### src/shared/tsm_pkg.sv
package tsm_pkg;
	// Register word indices; byte address is four times the index
	localparam logic [7:0] IDX_FIRST_STATUS = 8'h20;
	localparam logic [7:0] IDX_SECOND_STATUS = 8'h21;
	localparam logic [7:0] IDX_CV_HIGH = 8'h23;
	localparam logic [7:0] IDX_CV_LOW = 8'h24;
	localparam logic [7:0] IDX_SECOND_MASK = 8'h6F;
	localparam logic [7:0] IDX_FIRST_MASK = 8'h7F;
	localparam logic [7:0] IDX_CONTROL = 8'h40;
	localparam logic [7:0] IDX_MATCH_ONE = 8'h41;
	localparam logic [7:0] IDX_MATCH_TWO = 8'h42;

	// Second status byte bit positions
	localparam int BIT_RX_MF = 7;
	localparam int BIT_TX_MF = 6;
	localparam int BIT_SEC = 5;
	localparam int BIT_RX_FULL = 4;
	localparam int BIT_TX_EMPTY = 3;
	localparam int BIT_MATCH = 2;
	localparam int BIT_ABORT = 1;
	localparam int BIT_SIG_CHG = 0;

	// Control register bit positions
	localparam int CTL_INTERVAL_SEL = 2;
	localparam int CTL_ZERO_SUB = 1;
	localparam int CTL_EXCESS_ZERO = 0;

	// Values after reset
	localparam logic [7:0] RST_STATUS = 8'h00;
	localparam logic [7:0] RST_MASK = 8'h00;
	localparam logic [7:0] RST_CONTROL = 8'h00;
	localparam logic [7:0] RST_MATCH = 8'h00;
	localparam logic [15:0] RST_COUNT = 16'h0000;
	localparam logic [3:0] RST_SIG = 4'h0;

	// Excessive zero run lengths, abort ones run and link byte length
	localparam logic [4:0] ZERO_RUN_PLAIN = 5'h10;
	localparam logic [4:0] ZERO_RUN_SUB = 5'h08;
	localparam logic [3:0] ONES_ABORT = 4'h8;
	localparam logic [3:0] LINK_BYTE_BITS = 4'h8;

	// Timing
	localparam int CLK_KHZ = 10000;
	localparam int SEC_SHORT_MS = 999;
	localparam int SEC_LONG_MS = 1002;
	localparam int FAST_INTERVAL_MS = 42;
	localparam int SEC_SHORT_CYC = SEC_SHORT_MS * CLK_KHZ;
	localparam int SEC_LONG_CYC = SEC_LONG_MS * CLK_KHZ;
	localparam int FAST_INTERVAL_CYC = FAST_INTERVAL_MS * CLK_KHZ;
	localparam logic [1:0] SEC_PHASES = 2'h2;
endpackage : tsm_pkg

### src/hw/tsm_cnt_latch.sv
`timescale 1ns/1ps
`default_nettype none
module tsm_cnt_latch (
	input wire logic mclk, // Clock
	input wire logic rst, // Async reset, high
	input wire logic [1:0] inc, // Violations this cycle
	input wire logic boundary, // Update boundary pulse
	output logic [15:0] held // Count of previous interval
);
	logic [15:0] acc_r;
	logic [15:0] acc_nxt;
	logic [15:0] held_r;
	logic [15:0] held_nxt;
	logic [16:0] sum;

	always_comb begin
		sum = {1'b0, acc_r} + {15'h0000, inc};
		held_nxt = held_r;
		if (boundary) begin
			held_nxt = acc_r; // RULE_10
			// Events on the boundary edge open the next interval
			acc_nxt = {14'h0000, inc};
		end else if (sum[16]) begin
			acc_nxt = 16'hFFFF; // RULE_12
		end else begin
			acc_nxt = sum[15:0];
		end
	end

	always_ff @(posedge mclk or posedge rst) begin
		if (rst) begin
			acc_r <= tsm_pkg::RST_COUNT;
			held_r <= tsm_pkg::RST_COUNT;
		end else begin
			acc_r <= acc_nxt;
			held_r <= held_nxt;
		end
	end

	assign held = held_r;
endmodule : tsm_cnt_latch
`default_nettype wire

### src/hw/tsm_top.sv
// Notes on behaviour
// RULE_01: Multiframe boundaries set top two status bits
// RULE_02: One-second tick: 999, 999, 1002 ms cycle
// RULE_03: Eight collected link bits set buffer full
// RULE_04: Transmit link buffer emptying sets flag
// RULE_05: Received link byte matching either byte flags
// RULE_06: Eight consecutive link ones flag abort
// RULE_07: First mask gates first status, 1 enables
// RULE_08: Second mask mirrors second status, 1 enables
// RULE_09: Counters update per second or 42 ms
// RULE_10: Previous interval count held whole next interval
// RULE_11: Host reads counters within one interval
// RULE_12: Counters saturate at maximum, never wrap
// RULE_13: Sixteen-bit count, high 0x23, low 0x24
// RULE_14: Count bipolar violations, optionally excess zeros
// RULE_15: Valid substitution codewords not counted as violations
// RULE_16: Violation counter runs even during sync loss
// RULE_17: Excess zeros: 16 plain, 8 with substitution
// RULE_18: First status byte at 0x20, mask order
// RULE_19: Interrupt when any enabled status bit set
// RULE_20: Signaling value change sets signaling flag
//
// Added by the designer: register access over APB.
`timescale 1ns/1ps
`default_nettype none
module tsm_top #(
	parameter int SEC_SHORT_CYC = tsm_pkg::SEC_SHORT_CYC, // 999 ms in cycles
	parameter int SEC_LONG_CYC = tsm_pkg::SEC_LONG_CYC, // 1002 ms in cycles
	parameter int FAST_CYC = tsm_pkg::FAST_INTERVAL_CYC // 42 ms in cycles
) (
	input wire logic mclk, // Receive-derived clock
	input wire logic rst, // Async reset, high
	input wire logic psel, // APB select
	input wire logic penable, // APB enable
	input wire logic pwrite, // APB direction
	input wire logic [11:0] paddr, // APB byte address
	input wire logic [31:0] pwdata, // APB write data
	input wire logic [3:0] pstrb, // APB byte strobes
	output logic [31:0] prdata, // APB read data
	output logic pready, // APB ready
	output logic pslverr, // APB error
	input wire logic [7:0] first_status_cond, // Loop up..sync loss levels
	input wire logic rx_mf_boundary, // Receive multiframe pulse
	input wire logic tx_mf_boundary, // Transmit multiframe pulse
	input wire logic rx_link_bit_valid, // Link bit strobe
	input wire logic rx_link_bit, // Link bit value
	input wire logic tx_link_empty, // Transmit link buffer empty level
	input wire logic rx_sig_strobe, // Signaling value strobe
	input wire logic [3:0] rx_sig_value, // Robbed-bit signaling value
	input wire logic bpv_pulse, // Bipolar violation seen
	input wire logic zero_sub_codeword, // Valid substitution codeword seen
	input wire logic line_bit_valid, // Line bit strobe
	input wire logic line_bit_zero, // Line bit is a zero
	output logic irq // Interrupt, high
);
	// Bus slave
	logic access;
	logic wr_done;
	logic [7:0] idx;
	logic [7:0] wbyte;
	logic pready_r;
	logic pready_nxt;
	logic pslverr_r;
	logic pslverr_nxt;
	logic [31:0] prdata_r;
	logic [31:0] prdata_nxt;
	logic [7:0] rdata;
	logic mapped;

	// Registers
	logic [7:0] first_status_r;
	logic [7:0] first_status_nxt;
	logic [7:0] second_status_r;
	logic [7:0] second_status_nxt;
	logic [7:0] first_mask_r;
	logic [7:0] first_mask_nxt;
	logic [7:0] second_mask_r;
	logic [7:0] second_mask_nxt;
	logic [7:0] control_r;
	logic [7:0] control_nxt;
	logic [7:0] match_one_r;
	logic [7:0] match_one_nxt;
	logic [7:0] match_two_r;
	logic [7:0] match_two_nxt;
	logic irq_r;
	logic irq_nxt;
	logic [7:0] sec_set;

	// Timers
	logic [23:0] sec_cnt_r;
	logic [23:0] sec_cnt_nxt;
	logic [1:0] sec_phase_r;
	logic [1:0] sec_phase_nxt;
	logic [23:0] fast_cnt_r;
	logic [23:0] fast_cnt_nxt;
	logic sec_tick;
	logic fast_tick;
	logic boundary;

	// Link and signaling
	logic [7:0] link_shift_r;
	logic [7:0] link_shift_nxt;
	logic [3:0] link_bits_r;
	logic [3:0] link_bits_nxt;
	logic [3:0] ones_run_r;
	logic [3:0] ones_run_nxt;
	logic tx_empty_d_r;
	logic [3:0] sig_r;
	logic [3:0] sig_nxt;
	logic link_full;
	logic link_match;
	logic link_abort;
	logic sig_change;

	// Violations
	logic [4:0] zero_run_r;
	logic [4:0] zero_run_nxt;
	logic [4:0] zero_thr;
	logic ez_event;
	logic bpv_event;
	logic [15:0] cv_held;

	function automatic logic is_mapped(input logic [7:0] i);
		case (i)
			tsm_pkg::IDX_FIRST_STATUS, tsm_pkg::IDX_SECOND_STATUS,
			tsm_pkg::IDX_CV_HIGH, tsm_pkg::IDX_CV_LOW,
			tsm_pkg::IDX_SECOND_MASK, tsm_pkg::IDX_FIRST_MASK,
			tsm_pkg::IDX_CONTROL, tsm_pkg::IDX_MATCH_ONE,
			tsm_pkg::IDX_MATCH_TWO: is_mapped = 1'b1;
			default: is_mapped = 1'b0;
		endcase
	endfunction : is_mapped

	// Bus slave: one wait state, the cycle after the first access cycle completes
	always_comb begin
		access = psel & penable;
		idx = paddr[9:2];
		mapped = is_mapped(idx) & (paddr[1:0] == 2'h0) & (paddr[11:10] == 2'h0);
		wr_done = access & pready_r & pwrite & mapped & pstrb[0];
		wbyte = pwdata[7:0];
		case (idx)
			tsm_pkg::IDX_FIRST_STATUS: rdata = first_status_r; // RULE_18
			tsm_pkg::IDX_SECOND_STATUS: rdata = second_status_r;
			tsm_pkg::IDX_CV_HIGH: rdata = cv_held[15:8]; // RULE_13
			tsm_pkg::IDX_CV_LOW: rdata = cv_held[7:0]; // RULE_13
			tsm_pkg::IDX_SECOND_MASK: rdata = second_mask_r;
			tsm_pkg::IDX_FIRST_MASK: rdata = first_mask_r;
			tsm_pkg::IDX_CONTROL: rdata = control_r;
			tsm_pkg::IDX_MATCH_ONE: rdata = match_one_r;
			tsm_pkg::IDX_MATCH_TWO: rdata = match_two_r;
			default: rdata = 8'h00;
		endcase
		pready_nxt = access & ~pready_r;
		pslverr_nxt = access & ~pready_r & ~mapped;
		prdata_nxt = prdata_r;
		if (access & ~pready_r) begin
			prdata_nxt = (mapped & ~pwrite) ? {24'h000000, rdata} : 32'h00000000;
		end
	end

	// One-second tick and 42 ms tick
	always_comb begin
		sec_tick = 1'b0;
		sec_phase_nxt = sec_phase_r;
		sec_cnt_nxt = sec_cnt_r + 24'h000001;
		if (sec_phase_r == tsm_pkg::SEC_PHASES) begin
			sec_tick = (sec_cnt_r == 24'(SEC_LONG_CYC - 1)); // RULE_02
		end else begin
			sec_tick = (sec_cnt_r == 24'(SEC_SHORT_CYC - 1)); // RULE_02
		end
		if (sec_tick) begin
			sec_cnt_nxt = 24'h000000;
			sec_phase_nxt = (sec_phase_r == tsm_pkg::SEC_PHASES) ? 2'h0 : sec_phase_r + 2'h1;
		end
		fast_tick = (fast_cnt_r == 24'(FAST_CYC - 1));
		fast_cnt_nxt = fast_tick ? 24'h000000 : fast_cnt_r + 24'h000001;
		// Both timers run always so switching interval takes effect at once
		boundary = control_r[tsm_pkg::CTL_INTERVAL_SEL] ? fast_tick : sec_tick; // RULE_09
	end

	// Receive link collector, abort, match, signaling
	always_comb begin
		link_shift_nxt = link_shift_r;
		link_bits_nxt = link_bits_r;
		ones_run_nxt = ones_run_r;
		link_full = 1'b0;
		link_abort = 1'b0;
		if (rx_link_bit_valid) begin
			link_shift_nxt = {link_shift_r[6:0], rx_link_bit};
			if (link_bits_r == tsm_pkg::LINK_BYTE_BITS - 4'h1) begin
				link_full = 1'b1; // RULE_03
				link_bits_nxt = 4'h0;
			end else begin
				link_bits_nxt = link_bits_r + 4'h1;
			end
			if (rx_link_bit) begin
				// Flag only on the eighth one; a longer run does not re-flag
				link_abort = (ones_run_r == tsm_pkg::ONES_ABORT - 4'h1); // RULE_06
				ones_run_nxt = (ones_run_r == tsm_pkg::ONES_ABORT) ? ones_run_r : ones_run_r + 4'h1;
			end else begin
				ones_run_nxt = 4'h0;
			end
		end
		link_match = link_full &
			((link_shift_nxt == match_one_r) | (link_shift_nxt == match_two_r)); // RULE_05
		sig_nxt = rx_sig_strobe ? rx_sig_value : sig_r;
		sig_change = rx_sig_strobe & (rx_sig_value != sig_r); // RULE_20
	end

	// Violation events; counting never depends on sync state
	always_comb begin
		zero_thr = control_r[tsm_pkg::CTL_ZERO_SUB] ? tsm_pkg::ZERO_RUN_SUB
			: tsm_pkg::ZERO_RUN_PLAIN; // RULE_17
		zero_run_nxt = zero_run_r;
		ez_event = 1'b0;
		if (line_bit_valid) begin
			if (line_bit_zero) begin
				// One event per run, at the cycle the threshold is reached
				ez_event = control_r[tsm_pkg::CTL_EXCESS_ZERO] &
					(zero_run_r == zero_thr - 5'h01); // RULE_14
				zero_run_nxt = (zero_run_r == zero_thr) ? zero_run_r : zero_run_r + 5'h01;
			end else begin
				zero_run_nxt = 5'h00;
			end
		end
		bpv_event = bpv_pulse &
			~(control_r[tsm_pkg::CTL_ZERO_SUB] & zero_sub_codeword); // RULE_14 RULE_15 RULE_16
	end

	// Status, masks, control, interrupt
	always_comb begin
		sec_set = 8'h00;
		sec_set[tsm_pkg::BIT_RX_MF] = rx_mf_boundary; // RULE_01
		sec_set[tsm_pkg::BIT_TX_MF] = tx_mf_boundary; // RULE_01
		sec_set[tsm_pkg::BIT_SEC] = sec_tick; // RULE_02
		sec_set[tsm_pkg::BIT_RX_FULL] = link_full; // RULE_03
		sec_set[tsm_pkg::BIT_TX_EMPTY] = tx_link_empty & ~tx_empty_d_r; // RULE_04
		sec_set[tsm_pkg::BIT_MATCH] = link_match; // RULE_05
		sec_set[tsm_pkg::BIT_ABORT] = link_abort; // RULE_06
		sec_set[tsm_pkg::BIT_SIG_CHG] = sig_change; // RULE_20
		first_status_nxt = first_status_r;
		second_status_nxt = second_status_r;
		first_mask_nxt = first_mask_r;
		second_mask_nxt = second_mask_r;
		control_nxt = control_r;
		match_one_nxt = match_one_r;
		match_two_nxt = match_two_r;
		// Write-one-to-clear; a new event in the same cycle keeps its bit
		if (wr_done && idx == tsm_pkg::IDX_FIRST_STATUS) begin
			first_status_nxt = first_status_r & ~wbyte;
		end
		if (wr_done && idx == tsm_pkg::IDX_SECOND_STATUS) begin
			second_status_nxt = second_status_r & ~wbyte;
		end
		first_status_nxt = first_status_nxt | first_status_cond; // RULE_18
		second_status_nxt = second_status_nxt | sec_set;
		if (wr_done && idx == tsm_pkg::IDX_FIRST_MASK) begin
			first_mask_nxt = wbyte; // RULE_07
		end
		if (wr_done && idx == tsm_pkg::IDX_SECOND_MASK) begin
			second_mask_nxt = wbyte; // RULE_08
		end
		if (wr_done && idx == tsm_pkg::IDX_CONTROL) begin
			control_nxt = wbyte & 8'h07;
		end
		if (wr_done && idx == tsm_pkg::IDX_MATCH_ONE) begin
			match_one_nxt = wbyte;
		end
		if (wr_done && idx == tsm_pkg::IDX_MATCH_TWO) begin
			match_two_nxt = wbyte;
		end
		irq_nxt = |(first_status_r & first_mask_r) | |(second_status_r & second_mask_r); // RULE_07 RULE_08 RULE_19
	end

	always_ff @(posedge mclk or posedge rst) begin
		if (rst) begin
			pready_r <= 1'b0;
			pslverr_r <= 1'b0;
			prdata_r <= 32'h00000000;
			first_status_r <= tsm_pkg::RST_STATUS;
			second_status_r <= tsm_pkg::RST_STATUS;
			first_mask_r <= tsm_pkg::RST_MASK;
			second_mask_r <= tsm_pkg::RST_MASK;
			control_r <= tsm_pkg::RST_CONTROL;
			match_one_r <= tsm_pkg::RST_MATCH;
			match_two_r <= tsm_pkg::RST_MATCH;
			irq_r <= 1'b0;
			sec_cnt_r <= 24'h000000;
			sec_phase_r <= 2'h0;
			fast_cnt_r <= 24'h000000;
			link_shift_r <= 8'h00;
			link_bits_r <= 4'h0;
			ones_run_r <= 4'h0;
			tx_empty_d_r <= 1'b0;
			sig_r <= tsm_pkg::RST_SIG;
			zero_run_r <= 5'h00;
		end else begin
			pready_r <= pready_nxt;
			pslverr_r <= pslverr_nxt;
			prdata_r <= prdata_nxt;
			first_status_r <= first_status_nxt;
			second_status_r <= second_status_nxt;
			first_mask_r <= first_mask_nxt;
			second_mask_r <= second_mask_nxt;
			control_r <= control_nxt;
			match_one_r <= match_one_nxt;
			match_two_r <= match_two_nxt;
			irq_r <= irq_nxt;
			sec_cnt_r <= sec_cnt_nxt;
			sec_phase_r <= sec_phase_nxt;
			fast_cnt_r <= fast_cnt_nxt;
			link_shift_r <= link_shift_nxt;
			link_bits_r <= link_bits_nxt;
			ones_run_r <= ones_run_nxt;
			tx_empty_d_r <= tx_link_empty;
			sig_r <= sig_nxt;
			zero_run_r <= zero_run_nxt;
		end
	end

	tsm_cnt_latch u_cv (
		.mclk(mclk),
		.rst(rst),
		.inc({1'b0, bpv_event} + {1'b0, ez_event}), // RULE_14
		.boundary(boundary), // RULE_09 RULE_10
		.held(cv_held)
	);

	assign prdata = prdata_r;
	assign pready = pready_r;
	assign pslverr = pslverr_r;
	assign irq = irq_r;
endmodule : tsm_top
`default_nettype wire

### config.mk
export PLATFORM = sky130hd
export DESIGN_NAME = tsm_top
export DESIGN_NICKNAME = d
export VERILOG_FILES = /design/src/shared/tsm_pkg.sv /design/src/hw/tsm_cnt_latch.sv /design/src/hw/tsm_top.sv
export SDC_FILE = /design/constraint.sdc
export NUM_CORES = 1
export LEC_CHECK = 0
export ABC_CLOCK_PERIOD_IN_PS = 8900
export BUFFER_PORTS_ARGS = -buffer_cell sky130_fd_sc_hd__buf_2
export CAP_MARGIN = 15
export CORE_ASPECT_RATIO = 1.75
export CORE_UTILIZATION = 45
export CTS_BUF_LIST = sky130_fd_sc_hd__clkbuf_8
export DETAILED_ROUTE_END_ITERATION = 12
export PLACE_DENSITY = 0.62
export REMOVE_ABC_BUFFERS = 1
export SLEW_MARGIN = 0
export SYNTH_ARGS = -nofsm -noshare
export SYNTH_HDL_FRONTEND = slang
export SYNTH_SLANG_ARGS = --single-unit
export TNS_END_PERCENT = 20
### constraint.sdc
create_clock -name mclk -period 8.9 [get_ports mclk]
set_clock_uncertainty 0.1 [all_clocks]
set_input_delay 0.445 -clock mclk [delete_from_list [all_inputs] [get_ports mclk]]
set_output_delay 0.445 -clock mclk [all_outputs]
set_load 0.03 [all_outputs]
== After elaboration in Yosys (flattened, before gate mapping) ==
Cells that the tools add are included.
Cells by class
  add/subtract/negate cells: 9
  equal/unequal tests: 23
  multiplexer cells: 25
  bitwise gates (word level): 30
  reductions and logical operators: 14
Operator list (count)
  $pmux W8 S9: 1
  $add A24 B1 Y24 const B: 2
  $eq A24 B24 Y1 const B: 2
  $mux W24: 2
  $eq A8 B7 Y1 const B: 5
  $and A8 B8 Y8: 4
  $eq A8 B6 Y1 const B: 4
  $mux W16: 2
  $mux W8: 4
  $eq A24 B19 Y1 const B: 1
  $add A16 B2 Y17: 1
  $and A1 B1 Y1: 16
  $eq A8 B8 Y1: 2
  $or A8 B8 Y8: 2
  $reduce_or A8 Y1: 2
  $mux W5: 3
  $mux W4: 3
  $eq A5 B5 Y1: 2
  $mux W1: 9
  $reduce_or A9 Y1: 1
  $add A4 B1 Y4 const B: 2
  $eq A4 B3 Y1 const B: 2
  $not A8 Y8: 1
  $logic_and A1 B1 Y1: 7
  13 further kinds: 21
Word-level totals
  register bits: 194
  input bits: 75
  output and inout bits: 35
  word-level logic and storage cells: 123

== Longest topological paths before layout ==
  depth after elaboration: 10
  gate-level depth with buffers: 13
  gate-level depth less buffers: 12

== By module ==
Synthesis repeated with hierarchy kept, for this count alone.
Second synthesis, totals
  cell total of the unflattened synthesis: 822
  area, all modules: 8856.0 um^2
By module, submodules not included
  tsm_top: times used 1, cells each 705, area an instance 7355.8 um^2, sequential area each 3453.3 um^2
  tsm_cnt_latch: times used 1, cells each 117, area an instance 1500.2 um^2, sequential area each 800.8 um^2

== Least setup slack after synthesis ==
Ideal clock, no wire load.
  path kind: register to register
  start point: register zero_run_r[0]
  end point: register u_cv.acc_r[10]
  library setup time: 78 ps
  arrival: 2687 ps
  required time: 8722 ps
  setup slack: 6035 ps
  cell stages (with the launch flop): 14
  buffers on the path: 2
  clock period less this slack: 2865 ps
  cells stage by stage: dfrtp_1 ha_1 nand4_1 nor4b_1 ha_1 ha_1 inv_1 fa_1 nor2_1 and2_1 clkbuf_1 nand3_1 clkbuf_1 a21oi_1
Between the ends
  word-level cells in the longest chain between the ends: 8
Ends and longest elaborated chain
  start, declared: line tsm_top.sv:116  | logic [4:0] zero_run_r;
  start signal, assigned: line tsm_top.sv:317  | zero_run_r <= zero_run_nxt;
  $eq A5 B5 Y1: line tsm_top.sv:220  | (zero_run_r == zero_thr - 5'h01);
  $and A1 B1 Y1: line tsm_top.sv:219  | ez_event = control_r[tsm_pkg::CTL_EXCESS_ZERO] &
  $mux W1: line tsm_top.sv:217  | if (line_bit_zero) begin
  $mux W1: line tsm_top.sv:216  | if (line_bit_valid) begin
  $add A1 B1 Y2: line tsm_top.sv:324  | .inc({1'b0, bpv_event} + {1'b0, ez_event}),
  $add A16 B2 Y17: line tsm_cnt_latch.sv:17  | sum = {1'b0, acc_r} + {15'h0000, inc};
  $mux W16: line tsm_cnt_latch.sv:23  | end else if (sum[16]) begin
  $mux W16: line tsm_cnt_latch.sv:19  | if (boundary) begin
  named net u_cv.acc_nxt[10]: line tsm_cnt_latch.sv:11  | logic [15:0] acc_nxt;
  end signal, assigned: line tsm_cnt_latch.sv:32  | acc_r <= tsm_pkg::RST_COUNT;
  end signal, assigned: line tsm_cnt_latch.sv:35  | acc_r <= acc_nxt;
  end, declared: line tsm_cnt_latch.sv:10  | logic [15:0] acc_r;
The timed path passes the listed nets, and every way through them passes these cells.
A chain may end at the register's enable or synchronous reset.

== Final worst setup path ==
  start point: register zero_run_r[0]
  end point: register u_cv.acc_r[0]
Between the ends
  word-level cells in the longest chain between the ends: 8
Ends and longest elaborated chain (line)
  $eq A5 B5 Y1 *: tsm_top.sv:220
  $and A1 B1 Y1 *: tsm_top.sv:219
  $mux W1 *: tsm_top.sv:217
  $mux W1 *: tsm_top.sv:216
  $add A1 B1 Y2 *: tsm_top.sv:324
  $add A16 B2 Y17: tsm_cnt_latch.sv:17
  $mux W16: tsm_cnt_latch.sv:23
  $mux W16 *: tsm_cnt_latch.sv:19
  named net u_cv.acc_nxt[0]: tsm_cnt_latch.sv:11
Mark *: on every way through the listed nets, which the timed path passes. The rest lies on a longest branch.

==> results.yml <==
clock_tree:
  numCtsBuffers: 17
  clk_pin_slew_ns: 0.09
  clock-sinks: 170
  cts-root-buf: "clkbuf_8"
  cts_tree: "done"
  cts.path.max_buffers: 2
  insertion_delay_ns: 0.47
  htreeDepth: 4
routing:
  dr_total_vias: 6097
  wire_per_inst_microns: 17.8
  wl_mm: 19.9
  drc: 0
  viasPerCell: 5.45
  dr.pass1.iters: 4
  ant_nets: 0
  drt-initial-drc-count: 345
finish:
  area_growth_pct: 10.1
  antenna_cells: 0
  finalNetCount: 955
  layout_commonest_cell: "dfrtp_1"
  final_cell_mix: "dfrtp_1 (170), nand2_1 (82), nor2_1 (68)"
  fillerInstances: 1782
  fin_area_sq_mm: 0.00948
  final_cells: 1119
  drive_gt1_share_pct: 19.3
die:
  core_area_sq_mm: 0.0187
  ios: 110
  dieWidth_microns: 107
  dieArea_sq_mm: 0.0197
  initial_utilization_pct: 46.1
  placementRows: 66
  die_h_microns: 185
pwr:
  pwr-share-seq_pct: 52.4
  p_leak_uw: 0.00433
  power_frac_comb_pct: 11.6
  power_density_mw_per_mm2: 175
  p_int_uw: 1220
  netSwitchingFraction_pct: 26.3
  p_switching_uw: 436
  vdd_drop_max_uv: 95.7
  clkPwrFrac_pct: 36.0
global_routing:
  grt_max_degree: 107
  grt_pass1_wl_mm: 31.8
  antenna_found_initial: 0
  grt_remaining_overflow: 0
  grt.total_usage_pct: 21.3
  grt_pass1_vias: 6206
critical_path:
  critPathKind: "flop to flop"
  crit_path_end_kind: "flop"
  reg2reg_slack_ns: 5.46
  arrival_ns: 3.76
  cp_max_fo: 13
  worst-endpoint-required_ns: 9.22
  worstReg2RegStart: "zero_run_r[0]$_DFFE_PP0P_"
  crit_slowest_cell: "nand3_1"
  crit_chain: "ha_1 -> nand4_1 -> nor4b_1 -> ha_1 -> ha_1 -> inv_1 -> fa_1 -> nor2_1 -> and2_1 -> nand3_1 -> nand2b_1 -> mux2_2"
  crit_top_cell: "ha_1"
  startpoint: "zero_run_r[0]$_DFFE_PP0P_"
  critPathMaxStageDelay_ns: 0.47
  start_kind: "flop"
hold_path:
  min_path_type: "input pin to flop"
  hold_start: "first_status_cond[5]"
yosys:
  synth_ff_type: "dfrtp_1"
  avgSynthCellArea_sq_um: 10.6
  yosysUniqueCellTypes: 55
  synth-seq-cells: 170
  synth_cells: 813
  ys_warn_count: 0
  syn_area_sq_mm: 0.00861
  synth_async_sr_flop_share_pct: 100
  yosysSeqAreaShare_pct: 49.4
  synth-edff-count: 0
timing:
  max_slew.worst_pin.slew_ns: 0.973
  setup_ws_ns: 5.46
  timing.final.crit_share_pct: 38.7
  setup_viol: 0
  fmax_mhz: 291
  finalSetupTns_ns: 0
  drv_slew: 0
  rsz0062_at_grt: "false"
  post-route-min-period_ns: 3.44
  hold_viol: 0
  slew_headroom_pct: 34.6
place:
  dp_slack_ns: 5.48
  place_area_sq_mm: 0.00904
  placedCellCount: 1087
  place_congestion: 0.914
  port_buffers: 58
  post-dp-hpwl_mm: 14.6
outcome:
  status: "finished clean"
flow_run:
  drv_cap: 0
cells in the mapped netlist, drive strengths merged, types with 4 or more instances:
cell type  instances  share of area, %
o21ai             22               1.3
ha                10               1.5
nor4              12               1.3
mux2              66               8.6
nor2              69               3.0
nand2             86               3.9
and3              11              0.80
inv               20              0.87
nand3             34               2.0
o31ai              4              0.35
o22ai              8              0.58
mux2i             27               3.1
nand4             16               1.2
a31oi              8              0.58
a21oi             15              0.87
nand2b             7              0.51
nor3              16               1.1
nor2b              7              0.51
nor3b              4              0.35
a22o               9              0.92
and2               4              0.29
a221oi             6              0.61
xnor2             46               4.7
clkbuf            17              0.74
a211oi             6              0.52
xor2              37               3.8
dfrtp            170                49
a21o              14               1.2
a22oi              4              0.35
buf               31               2.5
sequential cells by signal (all words and copies together), names as in the netlist, 16 cells and up:
register / count
u_cv.acc_r: 16
sec_cnt_r: 24
u_cv.held: 16
fast_cnt_r: 24
cell type report:
cell class | instances | area [sq um] | share of cell area (%)
clock inverter | 12 | 174 | 1.83
sequential | 170 | 4250 | 44.9
tap | 238 | 298 | 3.14
clock buffer | 19 | 262 | 2.76
inverter | 20 | 80.1 | 0.844
multi-input combinational | 598 | 4090 | 43.2
timing repair buffer | 62 | 323 | 3.40
metal layers:
layer | GRT usage [%] | part of all wire, % | vias up
met5 | 0 | 0 | -
met2 | 38.2 | 53 | 106
met4 | 13.8 | 5.6 | 0
met3 | 3.94 | 2.3 | 52
met1 | 22.5 | 39 | 3013
li1 | - | - | 2926
kinds of logic after synthesis:
kind of cell	Yosys count	synth area share, %
AOI/OAI and AO/OA	105	8.21
adders and majority gates	11	1.69
other	1	0.0435
muxes	93	11.8
DFF	170	49.4
and+or+nand+nor	282	16.4
buffers and inverters	68	4.07
xor gates and xnor gates	83	8.44
worst max-delay path: cells and delay by family (launching register included):
family | cells | cell delay, ns
adders and majority gates | 4 | 1.06
and+or+nand+nor | 6 | 1.59
buffers and inverters | 1 | 0.06
DFF | 1 | 0.41
muxes | 1 | 0.16
path summary, 6_finish.rpt:
kind                                                     to  depth (start not counted)
worst min-delay path            first_status_r[5]$_DFF_PP0_                          2
worst min register to register      fast_cnt_r[0]$_DFF_PP0_                          1
worst max register to register      u_cv.acc_r[0]$_DFF_PP0_                         12
max in group asynchronous                  pready$_DFF_PP0_                          3
worst max-delay path                u_cv.acc_r[0]$_DFF_PP0_                         12
min in group asynchronous         zero_run_r[0]$_DFFE_PP0P_                          2
stage by stage:
| stage | util, % | total power, uW | hold slack (ns) |
|---|---|---|---|
| 3_3_place_gp | 48.4 | 1070 | 0.356 |
| 2_1_floorplan | - | 1010 | 0.333 |
| 3_5_place_dp | 48.4 | 1080 | 0.364 |
| 6_report | 50.8 | 1660 | 0.0528 |
| 5_1_grt | 50.8 | 1740 | 0.0227 |
| 4_1_cts | 50.8 | 1680 | 0.0208 |
power groups by stage:
stage	clock, uW	sequential (uW)	combinational (uW)
final	597	868	192
after global routing	647	874	218
after CTS	617	867	195
after detailed placement	0	882	194
after global placement	0	881	191
after floorplan	0	868	141
repair_timing:
item / in CTS / in global routing
hold buffers: 1 / 0
endpoints found under the hold margin: 1 / 0
buffers inserted: 0 / 0
gates resized for setup: 0 / 0
(Power assumes the default switching activity.)
